`config.mk`:
```
export PLATFORM = sky130hd
export DESIGN_NAME = fbep_flash_end_flat
export DESIGN_NICKNAME = d
export VERILOG_FILES = /design/src/verilog/fbep_pkg.sv /design/src/verilog/fbep_link_if.sv /design/src/verilog/fbep_sync.sv /design/src/verilog/fbep_flash_end.sv /design/src/flat_wrapper.sv
export SDC_FILE = /design/constraint.sdc
export NUM_CORES = 1
export LEC_CHECK = 0
export ABC_AREA = 1
export BUFFER_PORTS_ARGS = -buffer_cell sky130_fd_sc_hd__buf_2
export CAP_MARGIN = 30
export CORE_ASPECT_RATIO = 0.8
export CORE_MARGIN = 2
export CORE_UTILIZATION = 50
export CTS_CLUSTER_DIAMETER = 200
export CTS_CLUSTER_SIZE = 25
export DETAILED_ROUTE_END_ITERATION = 6
export PLACE_DENSITY = 0.78
export SLEW_MARGIN = 20
export SYNTH_ARGS = -nofsm -noshare
export SYNTH_HDL_FRONTEND = slang
export SYNTH_SLANG_ARGS = --single-unit
```
`constraint.sdc`:
```
create_clock -name core_clk -period 3.6 [get_ports core_clk]
set_input_delay 0.72 -clock core_clk [delete_from_list [all_inputs] [get_ports core_clk]]
set_output_delay 0.72 -clock core_clk [all_outputs]
set_load 0.01 [all_outputs]
```
`src/verilog/fbep_pkg.sv`:
```
// Purpose: shared constants and types of the flash register link
// Assumes: one serial link, mode 0, msb first, 8-bit bytes
// Notes:   host registers sit on byte addresses of an Avalon-MM slave
package fbep_pkg;
  // ---------------------------------------------------------------
  // timing
  // ---------------------------------------------------------------
  localparam int CLK_PERIOD_NS   = 25;
  localparam int SCK_PERIOD_NS   = 400;
  localparam int SCK_HALF_CYCLES = SCK_PERIOD_NS / (2 * CLK_PERIOD_NS);

  // ---------------------------------------------------------------
  // link opcodes
  // ---------------------------------------------------------------
  localparam logic [7:0] OP_WRITE_REG   = 8'h01;
  localparam logic [7:0] OP_BANK_READ   = 8'h16;
  localparam logic [7:0] OP_BANK_WRITE  = 8'h17;
  localparam logic [7:0] OP_ECC_READ    = 8'h18;
  localparam logic [7:0] OP_PROT_READ   = 8'h2B;
  localparam logic [7:0] OP_PROT_PROG   = 8'h2F;
  localparam logic [7:0] OP_BANK_ACCESS = 8'hB9;

  // ---------------------------------------------------------------
  // bank extension register
  // ---------------------------------------------------------------
  localparam int         BANK_EXT_BIT   = 7;
  localparam int         BANK_HIGH_BIT  = 1;
  localparam int         BANK_LOW_BIT   = 0;
  localparam logic       BANK_EXT_RESET = 1'h0;
  localparam logic [1:0] BANK_RESET     = 2'h0;
  localparam logic [4:0] BANK_RSVD      = 5'h00;
  localparam logic [1:0] WRITE_REG_BANK_IDX = 2'h2;

  // ---------------------------------------------------------------
  // correction status
  // ---------------------------------------------------------------
  localparam int         ECC_CHECK_BIT  = 2;
  localparam int         ECC_DATA_BIT   = 1;
  localparam int         ECC_DIS_BIT    = 0;
  localparam int         ECC_UNIT_BYTES = 16;
  localparam int         ECC_UNIT_LSB   = $clog2(ECC_UNIT_BYTES);
  localparam int         ECC_IDX_W      = 4;
  localparam int         ECC_UNITS      = 16;
  localparam logic [2:0] ECC_RESET      = 3'h0;

  // ---------------------------------------------------------------
  // protection mode config
  // ---------------------------------------------------------------
  localparam int          PROT_PWD_BIT = 2;
  localparam int          PROT_PST_BIT = 1;
  localparam logic [15:0] PROT_RESET   = 16'hFFFF;

  // ---------------------------------------------------------------
  // host registers
  // ---------------------------------------------------------------
  localparam logic [4:0] CTRL_OFS   = 5'h00;
  localparam logic [4:0] ADDR_OFS   = 5'h04;
  localparam logic [4:0] WDATA_OFS  = 5'h08;
  localparam logic [4:0] RDATA_OFS  = 5'h0C;
  localparam logic [4:0] STAT_OFS   = 5'h10;
  localparam int         CTRL_NA_LSB = 8;
  localparam int         CTRL_NW_LSB = 11;
  localparam int         CTRL_NR_LSB = 14;
  localparam int         STAT_BUSY_BIT = 0;

  typedef enum logic [1:0] {D_CMD, D_ADDR, D_DATA, D_IGNORE}
    fbep_dev_state_type;
  typedef enum logic [1:0] {H_IDLE, H_RUN, H_END, H_GAP}
    fbep_host_state_type;
endpackage

```
`src/verilog/fbep_link_if.sv`:
```
// Purpose: serial link between host controller and flash register end
// Assumes: host makes the serial clock
// Notes:   all wires are one-way
`timescale 1ns/100ps
interface fbep_link_if;
  logic sck;
  logic cs_n;
  logic mosi;
  logic miso;

  modport device (input sck, input cs_n, input mosi, output miso);
  modport host   (output sck, output cs_n, output mosi, input miso);
endinterface // fbep_link_if

```
`src/verilog/fbep_sync.sv`:
```
// Purpose: two-flop synchroniser for one link pin
// Assumes: input is asynchronous to core_clk
// Notes:   first flop feeds only the second
`timescale 1ns/100ps
module fbep_sync (
  input  wire logic core_clk,
  input  wire logic srst,
  input  wire logic pin,
  output logic      q
);
  logic meta_reg;

  // two stage capture
  always_ff @(posedge core_clk) begin
    if (srst) begin
      meta_reg <= 1'b0;
      q        <= 1'b0;
    end else begin
      meta_reg <= pin;
      q        <= meta_reg;
    end
  end
endmodule // fbep_sync

```
`src/verilog/fbep_flash_end.sv`:
```
// Purpose: flash side register group behind the serial link
// Assumes: mode 0 link, msb first, host holds cs_n low per command
// Notes:   srst models power-up; soft_reset models hw or sw reset
`timescale 1ns/100ps
module fbep_flash_end
  import fbep_pkg::*;
#(
  parameter logic [15:0] PROT_DEFAULT = PROT_RESET
) (
  input  wire logic                 core_clk,
  input  wire logic                 srst,
  fbep_link_if.device               link,
  input  wire logic                 soft_reset,
  input  wire logic                 ecc_set_valid,
  input  wire logic [ECC_IDX_W-1:0] ecc_set_unit,
  input  wire logic [2:0]           ecc_set_bits,
  output logic                      extended_address_enable,
  output logic                      bank_high_bit,
  output logic                      bank_low_bit,
  output logic                      password_mode_lock,
  output logic                      persistent_mode_lock,
  output logic                      program_error,
  output logic [31:0]               last_address
);
  logic               sck_s, cs_n_s, mosi_s, sck_d_reg;
  logic               rise, fall, byte_done;
  logic [2:0]         bit_cnt_reg;
  logic [6:0]         rx_sh_reg;
  logic [7:0]         rx_byte, resp_byte, tx_reg, opcode_reg;
  logic [7:0]         prot_low_reg;
  logic [1:0]         addr_cnt_reg, data_idx_reg;
  logic [23:0]        addr_sh_reg;
  logic [31:0]        addr_full, addr_eff;
  logic [15:0]        prot_reg, prot_cand;
  logic [4:0]         noise_reg;
  logic [2:0]         ecc_table [ECC_UNITS];
  logic [ECC_IDX_W-1:0] unit_sel;
  logic               miso_reg;
  fbep_dev_state_type state_reg;

  // ---------------------------------------------------------------
  // link sampling
  // ---------------------------------------------------------------
  fbep_sync u_sck  (.core_clk(core_clk), .srst(srst),
                    .pin(link.sck),  .q(sck_s));
  fbep_sync u_cs   (.core_clk(core_clk), .srst(srst),
                    .pin(link.cs_n), .q(cs_n_s));
  fbep_sync u_mosi (.core_clk(core_clk), .srst(srst),
                    .pin(link.mosi), .q(mosi_s));

  // edge finder on the synchronised clock
  always_ff @(posedge core_clk) begin
    if (srst) sck_d_reg <= 1'b0;
    else      sck_d_reg <= sck_s;
  end

  assign rise      = sck_s & ~sck_d_reg & ~cs_n_s;
  assign fall      = ~sck_s & sck_d_reg & ~cs_n_s;
  assign byte_done = rise & (bit_cnt_reg == 3'h7);
  assign rx_byte   = {rx_sh_reg, mosi_s};

  // bit capture, restarted while deselected
  always_ff @(posedge core_clk) begin
    if (srst || cs_n_s) begin
      bit_cnt_reg <= 3'h0;
      rx_sh_reg   <= 7'h00;
    end else if (rise) begin
      bit_cnt_reg <= bit_cnt_reg + 3'h1;
      rx_sh_reg   <= rx_byte[6:0];
    end
  end

  // ---------------------------------------------------------------
  // address forming
  // ---------------------------------------------------------------
  assign addr_full = {addr_sh_reg, rx_byte};
  assign addr_eff = extended_address_enable ? addr_full :
                    {6'h00, bank_high_bit, bank_low_bit, addr_full[23:0]};
  assign unit_sel = addr_eff[ECC_UNIT_LSB +: ECC_IDX_W];

  // ---------------------------------------------------------------
  // command sequencing
  // ---------------------------------------------------------------
  always_ff @(posedge core_clk) begin
    if (srst || cs_n_s) begin
      state_reg    <= D_CMD;
      opcode_reg   <= 8'h00;
      addr_cnt_reg <= 2'h0;
      data_idx_reg <= 2'h0;
      addr_sh_reg  <= 24'h000000;
    end else if (byte_done) begin
      case (state_reg)
        D_CMD: begin
          opcode_reg <= rx_byte;
          if (rx_byte == OP_ECC_READ) begin
            state_reg <= D_ADDR;
            addr_cnt_reg <= extended_address_enable ? 2'h3 : 2'h2;
          end else if (rx_byte == OP_BANK_READ ||
                       rx_byte == OP_BANK_WRITE ||
                       rx_byte == OP_BANK_ACCESS ||
                       rx_byte == OP_WRITE_REG ||
                       rx_byte == OP_PROT_READ ||
                       rx_byte == OP_PROT_PROG) begin
            state_reg <= D_DATA;
          end else begin
            state_reg <= D_IGNORE;
          end
        end
        D_ADDR: begin
          addr_sh_reg  <= addr_full[23:0];
          addr_cnt_reg <= addr_cnt_reg - 2'h1;
          if (addr_cnt_reg == 2'h0) state_reg <= D_DATA;
        end
        D_DATA: begin
          if (data_idx_reg != 2'h3) data_idx_reg <= data_idx_reg + 2'h1;
        end
        default: ;
      endcase
    end
  end

  // address of the latest status read
  always_ff @(posedge core_clk) begin
    if (srst) last_address <= 32'h00000000;
    else if (byte_done && state_reg == D_ADDR && addr_cnt_reg == 2'h0)
      last_address <= addr_eff;
  end

  // ---------------------------------------------------------------
  // bank extension register
  // ---------------------------------------------------------------
  // cleared on every reset
  always_ff @(posedge core_clk) begin
    if (srst || soft_reset) begin
      extended_address_enable <= BANK_EXT_RESET;
      {bank_high_bit, bank_low_bit} <= BANK_RESET;
    end else if (byte_done && state_reg == D_DATA &&
                 (((opcode_reg == OP_BANK_WRITE ||
                    opcode_reg == OP_BANK_ACCESS) &&
                   data_idx_reg == 2'h0) ||
                  (opcode_reg == OP_WRITE_REG &&
                   data_idx_reg == WRITE_REG_BANK_IDX))) begin
      extended_address_enable <= rx_byte[BANK_EXT_BIT];
      bank_high_bit           <= rx_byte[BANK_HIGH_BIT];
      bank_low_bit            <= rx_byte[BANK_LOW_BIT];
    end
  end

  // ---------------------------------------------------------------
  // correction status table
  // ---------------------------------------------------------------
  // hardware set, zero default; a set beats a soft reset
  always_ff @(posedge core_clk) begin
    for (int i = 0; i < ECC_UNITS; i++) begin
      if (srst || soft_reset) ecc_table[i] <= ECC_RESET;
    end
    if (!srst && ecc_set_valid) ecc_table[ecc_set_unit] <= ecc_set_bits;
  end

  always_ff @(posedge core_clk) begin
    if (srst) noise_reg <= 5'h00;
    else if (byte_done && state_reg == D_ADDR) noise_reg <= noise_reg + 5'h03;
  end

  // ---------------------------------------------------------------
  // protection mode config
  // ---------------------------------------------------------------
  // program only clears bits
  assign prot_cand = prot_reg & {rx_byte, prot_low_reg};

  always_ff @(posedge core_clk) begin
    if (srst) begin
      prot_reg      <= PROT_DEFAULT;
      prot_low_reg  <= 8'hFF;
      program_error <= 1'b0;
    end else if (soft_reset) begin
      program_error <= 1'b0;
    end else if (byte_done && state_reg == D_DATA &&
                 opcode_reg == OP_PROT_PROG) begin
      if (data_idx_reg == 2'h0) begin
        prot_low_reg <= rx_byte;
      end else if (data_idx_reg == 2'h1) begin
        if (!prot_cand[PROT_PWD_BIT] && !prot_cand[PROT_PST_BIT]) begin
          program_error <= 1'b1;
        end else begin
          prot_reg      <= prot_cand;
          program_error <= 1'b0;
        end
      end
    end
  end

  always_ff @(posedge core_clk) begin
    if (srst) begin
      password_mode_lock   <= 1'b0;
      persistent_mode_lock <= 1'b0;
    end else begin
      password_mode_lock   <= ~prot_reg[PROT_PWD_BIT];
      persistent_mode_lock <= ~prot_reg[PROT_PST_BIT];
    end
  end

  // ---------------------------------------------------------------
  // response path
  // ---------------------------------------------------------------
  // next byte to shift out after the byte just taken
  always_comb begin
    resp_byte = 8'h00;
    case (state_reg)
      D_CMD: begin
        if (rx_byte == OP_BANK_READ) begin
          resp_byte = {extended_address_enable, BANK_RSVD,
                       bank_high_bit, bank_low_bit};
        end else if (rx_byte == OP_PROT_READ) begin
          resp_byte = prot_reg[7:0];
        end
      end
      D_ADDR: begin
        if (addr_cnt_reg == 2'h0) resp_byte = {noise_reg, ecc_table[unit_sel]};
      end
      D_DATA: begin
        if (opcode_reg == OP_PROT_READ && data_idx_reg == 2'h0) begin
          resp_byte = prot_reg[15:8];
        end
      end
      default: ;
    endcase
  end

  // load on byte end, shift on each falling edge
  always_ff @(posedge core_clk) begin
    if (srst || cs_n_s) begin
      tx_reg   <= 8'h00;
      miso_reg <= 1'b0;
    end else if (byte_done) begin
      tx_reg <= resp_byte;
    end else if (fall) begin
      miso_reg <= tx_reg[7];
      tx_reg   <= {tx_reg[6:0], 1'b0};
    end
  end

  assign link.miso = miso_reg;
endmodule // fbep_flash_end

```
`src/flat_wrapper.sv`:
```
// flat-port wrapper written by rule: the top's interface ports become plain ports
module fbep_flash_end_flat import fbep_pkg::*;
#(
  parameter logic [15:0] PROT_DEFAULT = PROT_RESET
)
  (core_clk, srst, soft_reset, ecc_set_valid, ecc_set_unit, ecc_set_bits, extended_address_enable, bank_high_bit, bank_low_bit, password_mode_lock, persistent_mode_lock, program_error, last_address, link_sck, link_cs_n, link_mosi, link_miso);
  fbep_link_if link_i ();
  input  wire logic core_clk;
  input  wire logic srst;
  input  wire logic soft_reset;
  input  wire logic ecc_set_valid;
  input  wire logic [ECC_IDX_W-1:0] ecc_set_unit;
  input  wire logic [2:0] ecc_set_bits;
  output logic extended_address_enable;
  output logic bank_high_bit;
  output logic bank_low_bit;
  output logic password_mode_lock;
  output logic persistent_mode_lock;
  output logic program_error;
  output logic [31:0] last_address;
  input wire logic [$bits(link_i.sck)-1:0] link_sck;
  input wire logic [$bits(link_i.cs_n)-1:0] link_cs_n;
  input wire logic [$bits(link_i.mosi)-1:0] link_mosi;
  output wire logic [$bits(link_i.miso)-1:0] link_miso;
  assign link_i.sck = link_sck;
  assign link_i.cs_n = link_cs_n;
  assign link_i.mosi = link_mosi;
  assign link_miso = link_i.miso;
  fbep_flash_end #(.PROT_DEFAULT(PROT_DEFAULT)) u_core (.core_clk(core_clk), .srst(srst), .link(link_i), .soft_reset(soft_reset), .ecc_set_valid(ecc_set_valid), .ecc_set_unit(ecc_set_unit), .ecc_set_bits(ecc_set_bits), .extended_address_enable(extended_address_enable), .bank_high_bit(bank_high_bit), .bank_low_bit(bank_low_bit), .password_mode_lock(password_mode_lock), .persistent_mode_lock(persistent_mode_lock), .program_error(program_error), .last_address(last_address));
endmodule
```
# After elaboration in Yosys (flattened, before gate mapping)
# Memories as Yosys holds them, arrays and structs flattened.
# Index checks and enable logic that the tools add are counted.
# word_totals
ff_bits	131
ramBits	48
inputBits	14
output_inout_bits	39
elab_cells	123
mem_count	1
# op_classes
addsub	4
n_eq_ne	20
mux	20
bitwise_logic	15
n_reduce_logical	37
# memory_table
memory	words	width	read_ports	rd_ports_with_merged_regs	write_ports	line_no	rtl
u_core.ecc_table	16	3	1	0	17	fbep_flash_end.sv:36	logic [2:0] ecc_table [ECC_UNITS];
# ops
op	n
8-bit 2-to-1 mux	6
8-bit by 5-bit equality test with 1-bit output, second input constant	4
8-bit by 6-bit equality test with 1-bit output, second input constant	4
32-bit 2-to-1 mux	1
8-bit one-hot mux with 3 select lines	1
16-bit bitwise AND	1
8-bit by 1-bit equality test with 1-bit output, second input constant	2
8-bit equality test, second input constant	2
3-bit AND reduction	5
1-bit logical AND	10
1-bit logical OR	9
1-bit NOT	9
2-bit one-hot mux with 2 select lines	2
1-bit 2-to-1 mux	7
2-bit logical NOT	3
2-bit 2-to-1 mux	3
2-bit AND reduction	3
5-bit by 2-bit adder with 5-bit output, second input constant	1
1-bit bitwise AND	5
5-bit AND reduction	1
2-bit by 1-bit equality test with 1-bit output, second input constant	2
2-bit equality test, second input constant	2
2-bit inequality test, second input constant	2
2-bit nonzero test	2
other kinds (7)	9

# Logic depth before layout (Yosys ltp)
# Gate-level depths: netlist of the first run.
# logic_depth
word_depth	9
ltp_mapped	12
depth_no_buf	11

# Cells and area by module
# A second synthesis of the first run with hierarchy kept.
# unflattened
cells_unflattened	903
hier_area_um2	7509.7
# modules_own_cells
module	n_inst	cells_per_inst	area_per_inst_um2	seq_area_each_um2
fbep_flash_end	1	885	7344.5	3943.8
fbep_sync	3	6	55.1	40.0

# Worst setup path before layout of the first run
# Ideal clock, no wire load.
# synth_path
path_kind	input -> register
start	in srst
end	mem u_core.ecc_table[0][0], enable pin
setup_time_ns	0.303
t_arrival_ns	1.459
required_time_ns	3.297
path_slack_ns	1.838
path_stages	5
n_path_buf	0
path_cell_list	inv_1 nand2_1 nor3_1 nand2_1 nand2_1
# synth_rtl
element	line_no	rtl
start: declaration	flat_wrapper.sv:9	input wire logic srst;
end: declaration	fbep_flash_end.sv:36	

# Worst setup path after layout of the first run
# layout_path
start	reg u_core.u_sck.q
end	reg u_core.last_address[23]
# layout_via
elab_chain_cells	5
# layout_rtl
element	line_no	rtl
start: declaration	fbep_sync.sv:9	output logic q
start signal: assignment	fbep_sync.sv:20	q <= meta_reg;
1-bit bitwise AND (2 in a row)	fbep_flash_end.sv:57	assign rise = sck_s & ~sck_d_reg & ~cs_n_s;
1-bit bitwise AND	fbep_flash_end.sv:59	assign byte_done = rise & (bit_cnt_reg == 3'h7);
1-bit logical AND (2 in a row)	fbep_flash_end.sv:125	else if (byte_done && state_reg == D_ADDR && addr_cnt_reg == 2'h0)
end signal: assignment	fbep_flash_end.sv:126	last_address <= addr_eff;
end: declaration	fbep_flash_end.sv:23	output logic [31:0] last_address
# No other way between the ends.
# A chain may end at the register's enable or synchronous reset.

==> flow_summary.toml, run 1 <==
[placed_design]
hpwl_mm = 12.2
place_congestion = 0.899
postPlaceCellArea_sq_um = 7910
dpl_worst_slack_ns = 1.29
io_buffers = 52

[power_and_ir_drop]
p_total_uw = 4120
p_per_area_nw_per_um2 = 485
ir_drop_uv = 475
leakage_uw = 0.00353

[timing]
maxSlewViolCount = 0
hold-worst-slack_ns = 0.401
fmax_mhz = 480
tightest_slew_ns = 0.785
setup_tns_ns = 0
slew_headroom_pct = 47.3
setup_viol = 0
period_share_pct = 57.9
hold_viol = 0
rsz0062_at_grt = "false"
skew_ns = 0.00757
period_minus_slack_ns = 2.08
fin_ws_ns = 1.52

[synthesis]
yosys_warnings = 0
synthesis.nets = 938
netlist_area_sq_um = 7540
post_synth_inst_count = 916
ys_ff_latch = 179
seq_area_frac_synth_pct = 53.9
ys_types = 38
avgSynthCellArea_sq_um = 8.23

[cts]
cts_tree = "done"
clockRootBuffer = "clkbuf_16"
clkSlewWorstSetupHoldPaths_ns = 0.07
postCtsHoldBufs = 0
cts_setup_buffers = 0
numCtsBuffers = 17
clk_latency_ns = 0.43
cts_resized = 0
clk_path_buf_depth = 2
htreeDepth = 4
clock-sinks = 179

[setup_path]
reg2regPathDepth = 7
end_kind = "register"
path_cells = "nand3b_4, inv_2, nand2_4, nor2_8, inv_2, nor2_1, nor2_1"
crit_path_start_kind = "register"
max_stage_delay_ns = 0.51
path_depth = 7
cp_data_arrival_time_ns = 2.41
crit_family = "simple AND/OR/NAND/NOR gates"
path_class = "reg -> reg"
crit_buf_inv = 2
cp_data_required_time_ns = 3.92
worst-path-max-fanout = 55
slowest_stage = "nor2_8"

[run_status]
outcome = "finished clean"

[global_routing]
groute.usage.overall_pct = 23.5
grt_pass1_wl_mm = 29.4
grt_max_degree = 56
gr-total-overflow = 0
grt_pass1_vias = 5715
antenna_found_initial = 0

[routing]
wl_mm = 18.3
drc = 0
vias = 6407
wire_per_inst_microns = 15.8
drtAntennaViolNets = 0
drtPass1Iterations = 5
drtIter0Drc = 775
via_per_inst = 5.54

[die]
dieArea_sq_um = 16100
io_pins = 53
rows = 40
core-area_sq_um = 14900
die_h_microns = 114
start_util_pct = 50.7
fp.dieW_microns = 141

[cells_and_area]
largest_reg_flops = 48
drive_gt1_share_pct = 12.7
area_growth_pct = 12.6
fillers = 1278
finish.instance_area_sq_um = 8490
layout.nets = 977
diodes = 0

[min_path]
hp-class = "reg -> reg"
whs_path_depth = 2

[flow_run]
cap_viol_max_count = 0
-- area by class of cell --
class                           instances  area (sq um)  area share [%]
Inverter                               82           308            3.63
Clock buffer                           20           478            5.63
Clock inverter                         12           106            1.25
Multi-Input combinational cell        616          2990            35.2
Timing Repair Buffer                   59           313            3.68
Sequential cell                       179          4060            47.9
Tap cell                              189           236            2.79
-- tightest hold or removal path: stages (launching register included) --
cell and delay (ns):
dfxtp_1 0.30, inv_1 0.04, nor2_1 0.03
-- cells in the mapped netlist --
master | instances | area [sq um]
dfxtp_1 | 131 | 2620
a21oi_1 | 81 | 405
nand4_4 | 1 | 21.3
a21oi_2 | 1 | 8.76
nand2_4 | 2 | 22.5
nand3b_4 | 1 | 20.0
nand2_1 | 179 | 672
a22o_1 | 1 | 8.76
o21bai_1 | 2 | 15.0
o31ai_1 | 1 | 7.51
nand2_2 | 2 | 12.5
nor3_1 | 9 | 45.0
clkinv_1 | 1 | 3.75
nand3_2 | 1 | 10.0
o21ai_0 | 84 | 420
nor2_1 | 125 | 469
nor4_1 | 1 | 6.26
edfxtp_1 | 48 | 1440
a31oi_1 | 4 | 25.0
o21ai_1 | 19 | 95.1
inv_1 | 70 | 263
inv_2 | 11 | 41.3
nor3_4 | 2 | 32.5
nor2_2 | 3 | 18.8
clkbuf_1 | 21 | 78.8
buf_4 | 3 | 22.5
nor2_8 | 2 | 40.0
a21boi_0 | 1 | 7.51
ha_1 | 8 | 100
a211oi_1 | 14 | 105
nor2_4 | 5 | 56.3
buf_6 | 1 | 11.3
buf_2 | 14 | 70.1
and3_1 | 1 | 6.26
nand3_1 | 53 | 265
nand4_1 | 9 | 56.3
nor3b_1 | 1 | 7.51
o211ai_1 | 3 | 22.5
-- power breakdown --
group / total (uW) / leakage, uW / internal [uW] / switching [uW]
clock: 1830 / 0.000291 / 990 / 844
sequential: 2120 / 0.00158 / 2100 / 20.9
combinational: 162 / 0.00166 / 39.1 / 123
-- cells by family after synthesis --
kind of cell	count (synthesis)	synth area share, %
flops	179	53.9
compound gates	211	14.9
fa+ha+maj	8	1.33
simple gates	397	23.4
buf+inv	121	6.51
-- cells in the final DEF, fill, tap and decap left out, drive strengths merged --
master / synthesis / layout
dfxtp: 131 / 131
nor4: 1 / 1
o21bai: 2 / 2
o31ai: 1 / 1
nor3b: 1 / 1
inv: 81 / 90
nor3: 11 / 11
clkbuf: 21 / 20
o21ai: 103 / 103
a21oi: 82 / 82
nand3: 54 / 54
clkinvlp: 0 / 1
ha: 8 / 8
o211ai: 3 / 3
a211oi: 14 / 14
nand3b: 1 / 1
buf: 18 / 59
nand4: 10 / 10
a22o: 1 / 1
nand2: 183 / 183
clkinv: 1 / 3
nor2: 135 / 135
and3: 1 / 1
a21boi: 1 / 1
edfxtp: 48 / 48
a31oi: 4 / 4
-- per-stage QoR --
step | std cells | utilization (%)
after floorplan | 916 | -
after global placement | 1125 | 53.2
after detailed placement | 1125 | 53.2
after CTS | 1157 | 57.1
after global routing | 1157 | 57.1
final | 1157 | 57.1
-- worst paths after layout --
| path | startpoint | to | slack, ns |
|---|---|---|---|
| hold reg to reg | u_core.u_mosi.meta_reg | u_core.u_mosi.q | 0.40 |
| hold / removal | u_core.u_mosi.meta_reg | u_core.u_mosi.q | 0.40 |
| setup / recovery | u_core.u_sck.q | u_core.last_address[23] | 1.52 |
| setup reg to reg | u_core.u_sck.q | u_core.last_address[23] | 1.52 |
-- routing by layer --
layer  GRT usage (%)  share of wire [%]  vias to the layer above
met2            35.0                 43                      314
met1            34.4                 45                     2940
li1                -                  -                     3135
met5               0                  0                        -
met4            6.07                1.1                        0
met3            5.88                 10                       18
No activity file was read; power rests on OpenSTA's default activity.
==> inputs of run 2 (changes only) <==
- PLACE_DENSITY: 0.78 -> 0.81
- clock period: 3.6 -> 1.9 ns (I/O delays scaled with it)
==> flow_summary.toml, run 2 (synthesized netlist as in run 1, its figures left out) <==
[timing]
tightest_slew_ns = 0.619
fin_ws_ns = 0.119
maxSlewViolCount = 0
period_share_pct = 93.7
fmax_mhz = 562
rsz0062_at_grt = "true"
period_minus_slack_ns = 1.78
setup_viol = 0
skew_ns = 0.0108
slew_headroom_pct = 58.4
hold_viol = 0
setup_tns_ns = 0

[die]
die_h_microns = 114
rows = 40
core-area_sq_um = 14900
dieArea_sq_um = 16100
fp.dieW_microns = 141
start_util_pct = 50.7
io_pins = 53

[setup_path]
path_class = "reg -> reg"
crit_buf_inv = 2
max_stage_delay_ns = 0.35
r2r-end = "u_core.opcode_reg[3]"
path_depth = 9
worstSetupEndpoint = "u_core.opcode_reg[3]"
r2r-start = "u_core.bit_cnt_reg[0]"
worst-path-max-fanout = 10
path_cells = "ha_1, ha_1, inv_1, nor2_4, nand2_2, nor2_4, buf_4, nand2_1, a21oi_1"
end_kind = "register"
crit_family = "simple AND/OR/NAND/NOR gates"
r2r_slack_ns = 0.12
crit_start = "u_core.bit_cnt_reg[0]"
crit_path_start_kind = "register"
slowest_stage = "dfxtp_1"
cp_data_required_time_ns = 2.26
cp_data_arrival_time_ns = 2.14
reg2regPathDepth = 9

[global_routing]
grt_pass1_vias = 5935
antenna_found_initial = 0
grt_max_degree = 42
gr-total-overflow = 0
groute.usage.overall_pct = 24.1
grt_pass1_wl_mm = 30.4

[power_and_ir_drop]
leakage_uw = 0.00368
ir_drop_uv = 765
p_per_area_nw_per_um2 = 901

[placed_design]
hpwl_mm = 13.0
io_buffers = 52
place_congestion = 0.913
dpl_worst_slack_ns = -0.0323

[routing]
drc = 0
via_per_inst = 5.53
wl_mm = 18.8
drtIter0Drc = 661
drtAntennaViolNets = 0
wire_per_inst_microns = 15.9
drtPass1Iterations = 7
vias = 6541

[cells_and_area]
drive_gt1_share_pct = 15.4
diodes = 0
largest_reg_flops = 48
layout_commonest_cell = "nand2_1"
final_util_pct = 59.0
area_growth_pct = 16.4
layout.nets = 1003
layout_common_cells = "nand2_1, dfxtp_1, nor2_1"

[cts]
clk_latency_ns = 0.44
htreeDepth = 4
cts_tree = "done"
clock-sinks = 179
clk_path_buf_depth = 2
postCtsHoldBufs = 0
clkSlewWorstSetupHoldPaths_ns = 0.07
clockRootBuffer = "clkbuf_16"
numCtsBuffers = 17

[flow_run]
cap_viol_max_count = 0

[min_path]
hp-class = "in -> reg"

[run_status]
outcome = "finished clean"
## run 2: area by class of cell
class                           count  area, sq um
Fill cell                        1232         6090
Timing Repair Buffer               85          549
Sequential cell                   179         4070
Clock buffer                       19          464
Clock inverter                     13          138
Multi-Input combinational cell    616         3010
Tap cell                          189          236
Inverter                           82          310
## run 2: metrics by stage
stage          instances  cell area (sq um)  total power, uW  hold slack (ns)
4_1_cts             1180               8720             7920            0.138
6_report            1183               8770             7910            0.142
2_1_floorplan        916               7540             4300            0.388
5_1_grt             1183               8770             8110            0.151
3_3_place_gp        1148               8120             4430            0.392
3_5_place_dp        1148               8120             4440            0.393
## run 2: what timing repair did
action / 4_1_cts / 5_1_grt
hold endpoints to repair: 0 / 0
gates resized for setup: 0 / 10
setup endpoints to repair: 0 / 30
setup buffers: 0 / 3
## run 2: power breakdown
part / leakage [uW] / switching (uW) / internal [uW] / total [uW]
Sequential: 0.00158 / 42.8 / 3990 / 4030
Combinational: 0.00180 / 240 / 98.9 / 338
Clock: 0.000294 / 1580 / 1960 / 3540
Total: 0.00368 / 1860 / 6050 / 7910
## run 2: worst register-to-register path, cell delays in order (launching register included)
cell and delay (ns):
dfxtp_1 0.35, ha_1 0.17, ha_1 0.21, inv_1 0.09
nor2_4 0.13, nand2_2 0.10, nor2_4 0.27, buf_4 0.18
nand2_1 0.06, a21oi_1 0.15
## run 2: per-layer routing
metal	global-route usage, %	wire length (microns)	part of all wire (%)	vias up
met5	0	0	0	-
met4	8.13	377	2.0	0
met3	5.46	1530	8.2	38
met2	37.0	8390	45	267
met1	34.1	8470	45	3050
li1	-	-	-	3186
## run 2: worst min path at each step
stage	start	end	slack, ns	cells after the start
4_1_cts	link_mosi	u_core.u_mosi.meta_reg	0.14	3
2_1_floorplan	u_core.u_cs.meta_reg	u_core.u_cs.q	0.39	2
6_report	link_mosi	u_core.u_mosi.meta_reg	0.14	3
3_5_place_dp	u_core.u_sck.meta_reg	u_core.u_sck.q	0.39	2
5_1_grt	link_cs_n	u_core.u_cs.meta_reg	0.15	3
3_3_place_gp	u_core.u_sck.meta_reg	u_core.u_sck.q	0.39	2
==> inputs of run 3 (changes only) <==
- CORE_UTILIZATION: 50 -> 40
- PLACE_DENSITY: 0.81 -> 0.69
==> flow_summary.toml, run 3 (synthesized netlist as in run 1, its figures left out) <==
[timing]
maxSlewViolCount = 0
slew_headroom_pct = 58.4
tightest_slew_ns = 0.623
skew_ns = 0.0105
rsz0062_at_grt = "false"
hold_viol = 0
fmax_mhz = 563
setup_tns_ns = 0
setup_viol = 0
period_minus_slack_ns = 1.78
period_share_pct = 93.5

[placed_design]
io_buffers = 52
place_congestion = 0.907
hpwl_mm = 13.7

[setup_path]
crit_path_start_kind = "register"
slowest_stage = "dfxtp_1"
cp_data_arrival_time_ns = 2.09
r2r_slack_ns = 0.12
worst-path-max-fanout = 10
cp_data_required_time_ns = 2.21
crit_family = "simple AND/OR/NAND/NOR gates"
max_stage_delay_ns = 0.55
path_cells = "inv_2, nand2_1, inv_1, nand2_1, nand3_1, nor2_1, nor2_1, nand2_1, nand2_1, nand2_1, a21oi_1"
crit_buf_inv = 2
path_class = "reg -> reg"
end_kind = "register"
path_common_cell = "nand2_1"

[routing]
via_per_inst = 5.16
wire_per_inst_microns = 15.4
vias = 6461
drtAntennaViolNets = 0
drtPass1Iterations = 5
drc = 0
drtIter0Drc = 682
wl_mm = 19.3

[power_and_ir_drop]
leakage_uw = 0.00370
p_per_area_nw_per_um2 = 904
ir_drop_uv = 649
p_total_uw = 8030

[global_routing]
groute.usage.overall_pct = 20.1
antenna_found_initial = 0
grt_pass1_vias = 5999
gr-total-overflow = 0
grt_max_degree = 42
grt_pass1_wl_mm = 31.2

[die]
die_h_microns = 127
rows = 44
dieArea_sq_um = 20000
core-area_sq_um = 18300
start_util_pct = 41.2
io_pins = 53
fp.dieW_microns = 157

[flow_run]
cap_viol_max_count = 0

[cells_and_area]
multiInputGateArea_sq_um = 3010
drive_gt1_share_pct = 15.3
layout_common_cells = "nand2_1, dfxtp_1, nor2_1"
area_growth_pct = 17.8
diodes = 0
fillers = 1755
regArea_sq_um = 4060
layout.nets = 1007
largest_reg_flops = 48
layout_commonest_cell = "nand2_1"

[cts]
clock-sinks = 179
clockRootBuffer = "clkbuf_16"
clk_latency_ns = 0.43
clkSlewWorstSetupHoldPaths_ns = 0.07
clk_path_buf_depth = 2
numCtsBuffers = 17
cts_tree = "done"
postCtsHoldBufs = 0
htreeDepth = 4

[min_path]
hp-class = "in -> reg"

[run_status]
outcome = "finished clean"
[run 3: power by group]
part | switching, uW | internal, uW
Clock | 1540 | 2110
Sequential | 38.4 | 3990
Combinational | 249 | 102
Total | 1830 | 6200
[run 3: final timing paths]
check,cells past startpoint,to,from
worst min register to register,2,u_core.u_sck.q,u_core.u_sck.meta_reg
worst max-delay path,11,u_core.tx_reg[1],u_core.rx_sh_reg[4]
worst min-delay path,3,u_core.u_sck.meta_reg,link_sck
worst max register to register,11,u_core.tx_reg[1],u_core.rx_sh_reg[4]
[run 3: timing repair]
item | in CTS | in global routing
gates resized for setup | 0 | 4
buffers inserted | 0 | 0
endpoints found under the setup margin | 0 | 23
[run 3: layer usage]
| layer | global-route usage (%) | vias up | part of all wire (%) |
|---|---|---|---|
| met3 | 4.58 | 32 | 7.4 |
| met2 | 29.0 | 248 | 42 |
| met1 | 29.8 | 2989 | 49 |
| met5 | 0 | - | 0 |
| li1 | - | 3192 | - |
| met4 | 6.36 | 0 | 1.7 |
[run 3: worst register-to-register path, delay by kind of cell (launching register included)]
family / cells / cell delay, ns
DFF: 1 / 0.55
and+or+nand+nor: 8 / 0.84
buffers and inverters: 2 / 0.22
AOI/OAI and AO/OA: 1 / 0.06
[run 3: through the flow]
step	hold slack, ns	area [sq um]	worst slack (ns)	std cells	utilization, %
4_1_cts	0.136	8850	0.0388	1251	48.4
2_1_floorplan	0.388	7540	0.338	916	-
5_1_grt	0.151	8880	0.00137	1251	48.6
3_5_place_dp	0.395	8240	0.0837	1219	45.1
3_3_place_gp	0.392	8240	0.0892	1219	45.1
6_report	0.148	8880	0.123	1251	48.6
[run 3: area by class of cell]
| type | instances | share of cell area, % |
|---|---|---|
| repair buffers | 89 | 6.34 |
| clock inverters | 11 | 1.54 |
| multi-input cells | 616 | 33.9 |
| inverters | 82 | 3.47 |
| clock buffers | 21 | 5.42 |
| well taps | 253 | 3.56 |
| flip-flops and latches | 179 | 45.8 |
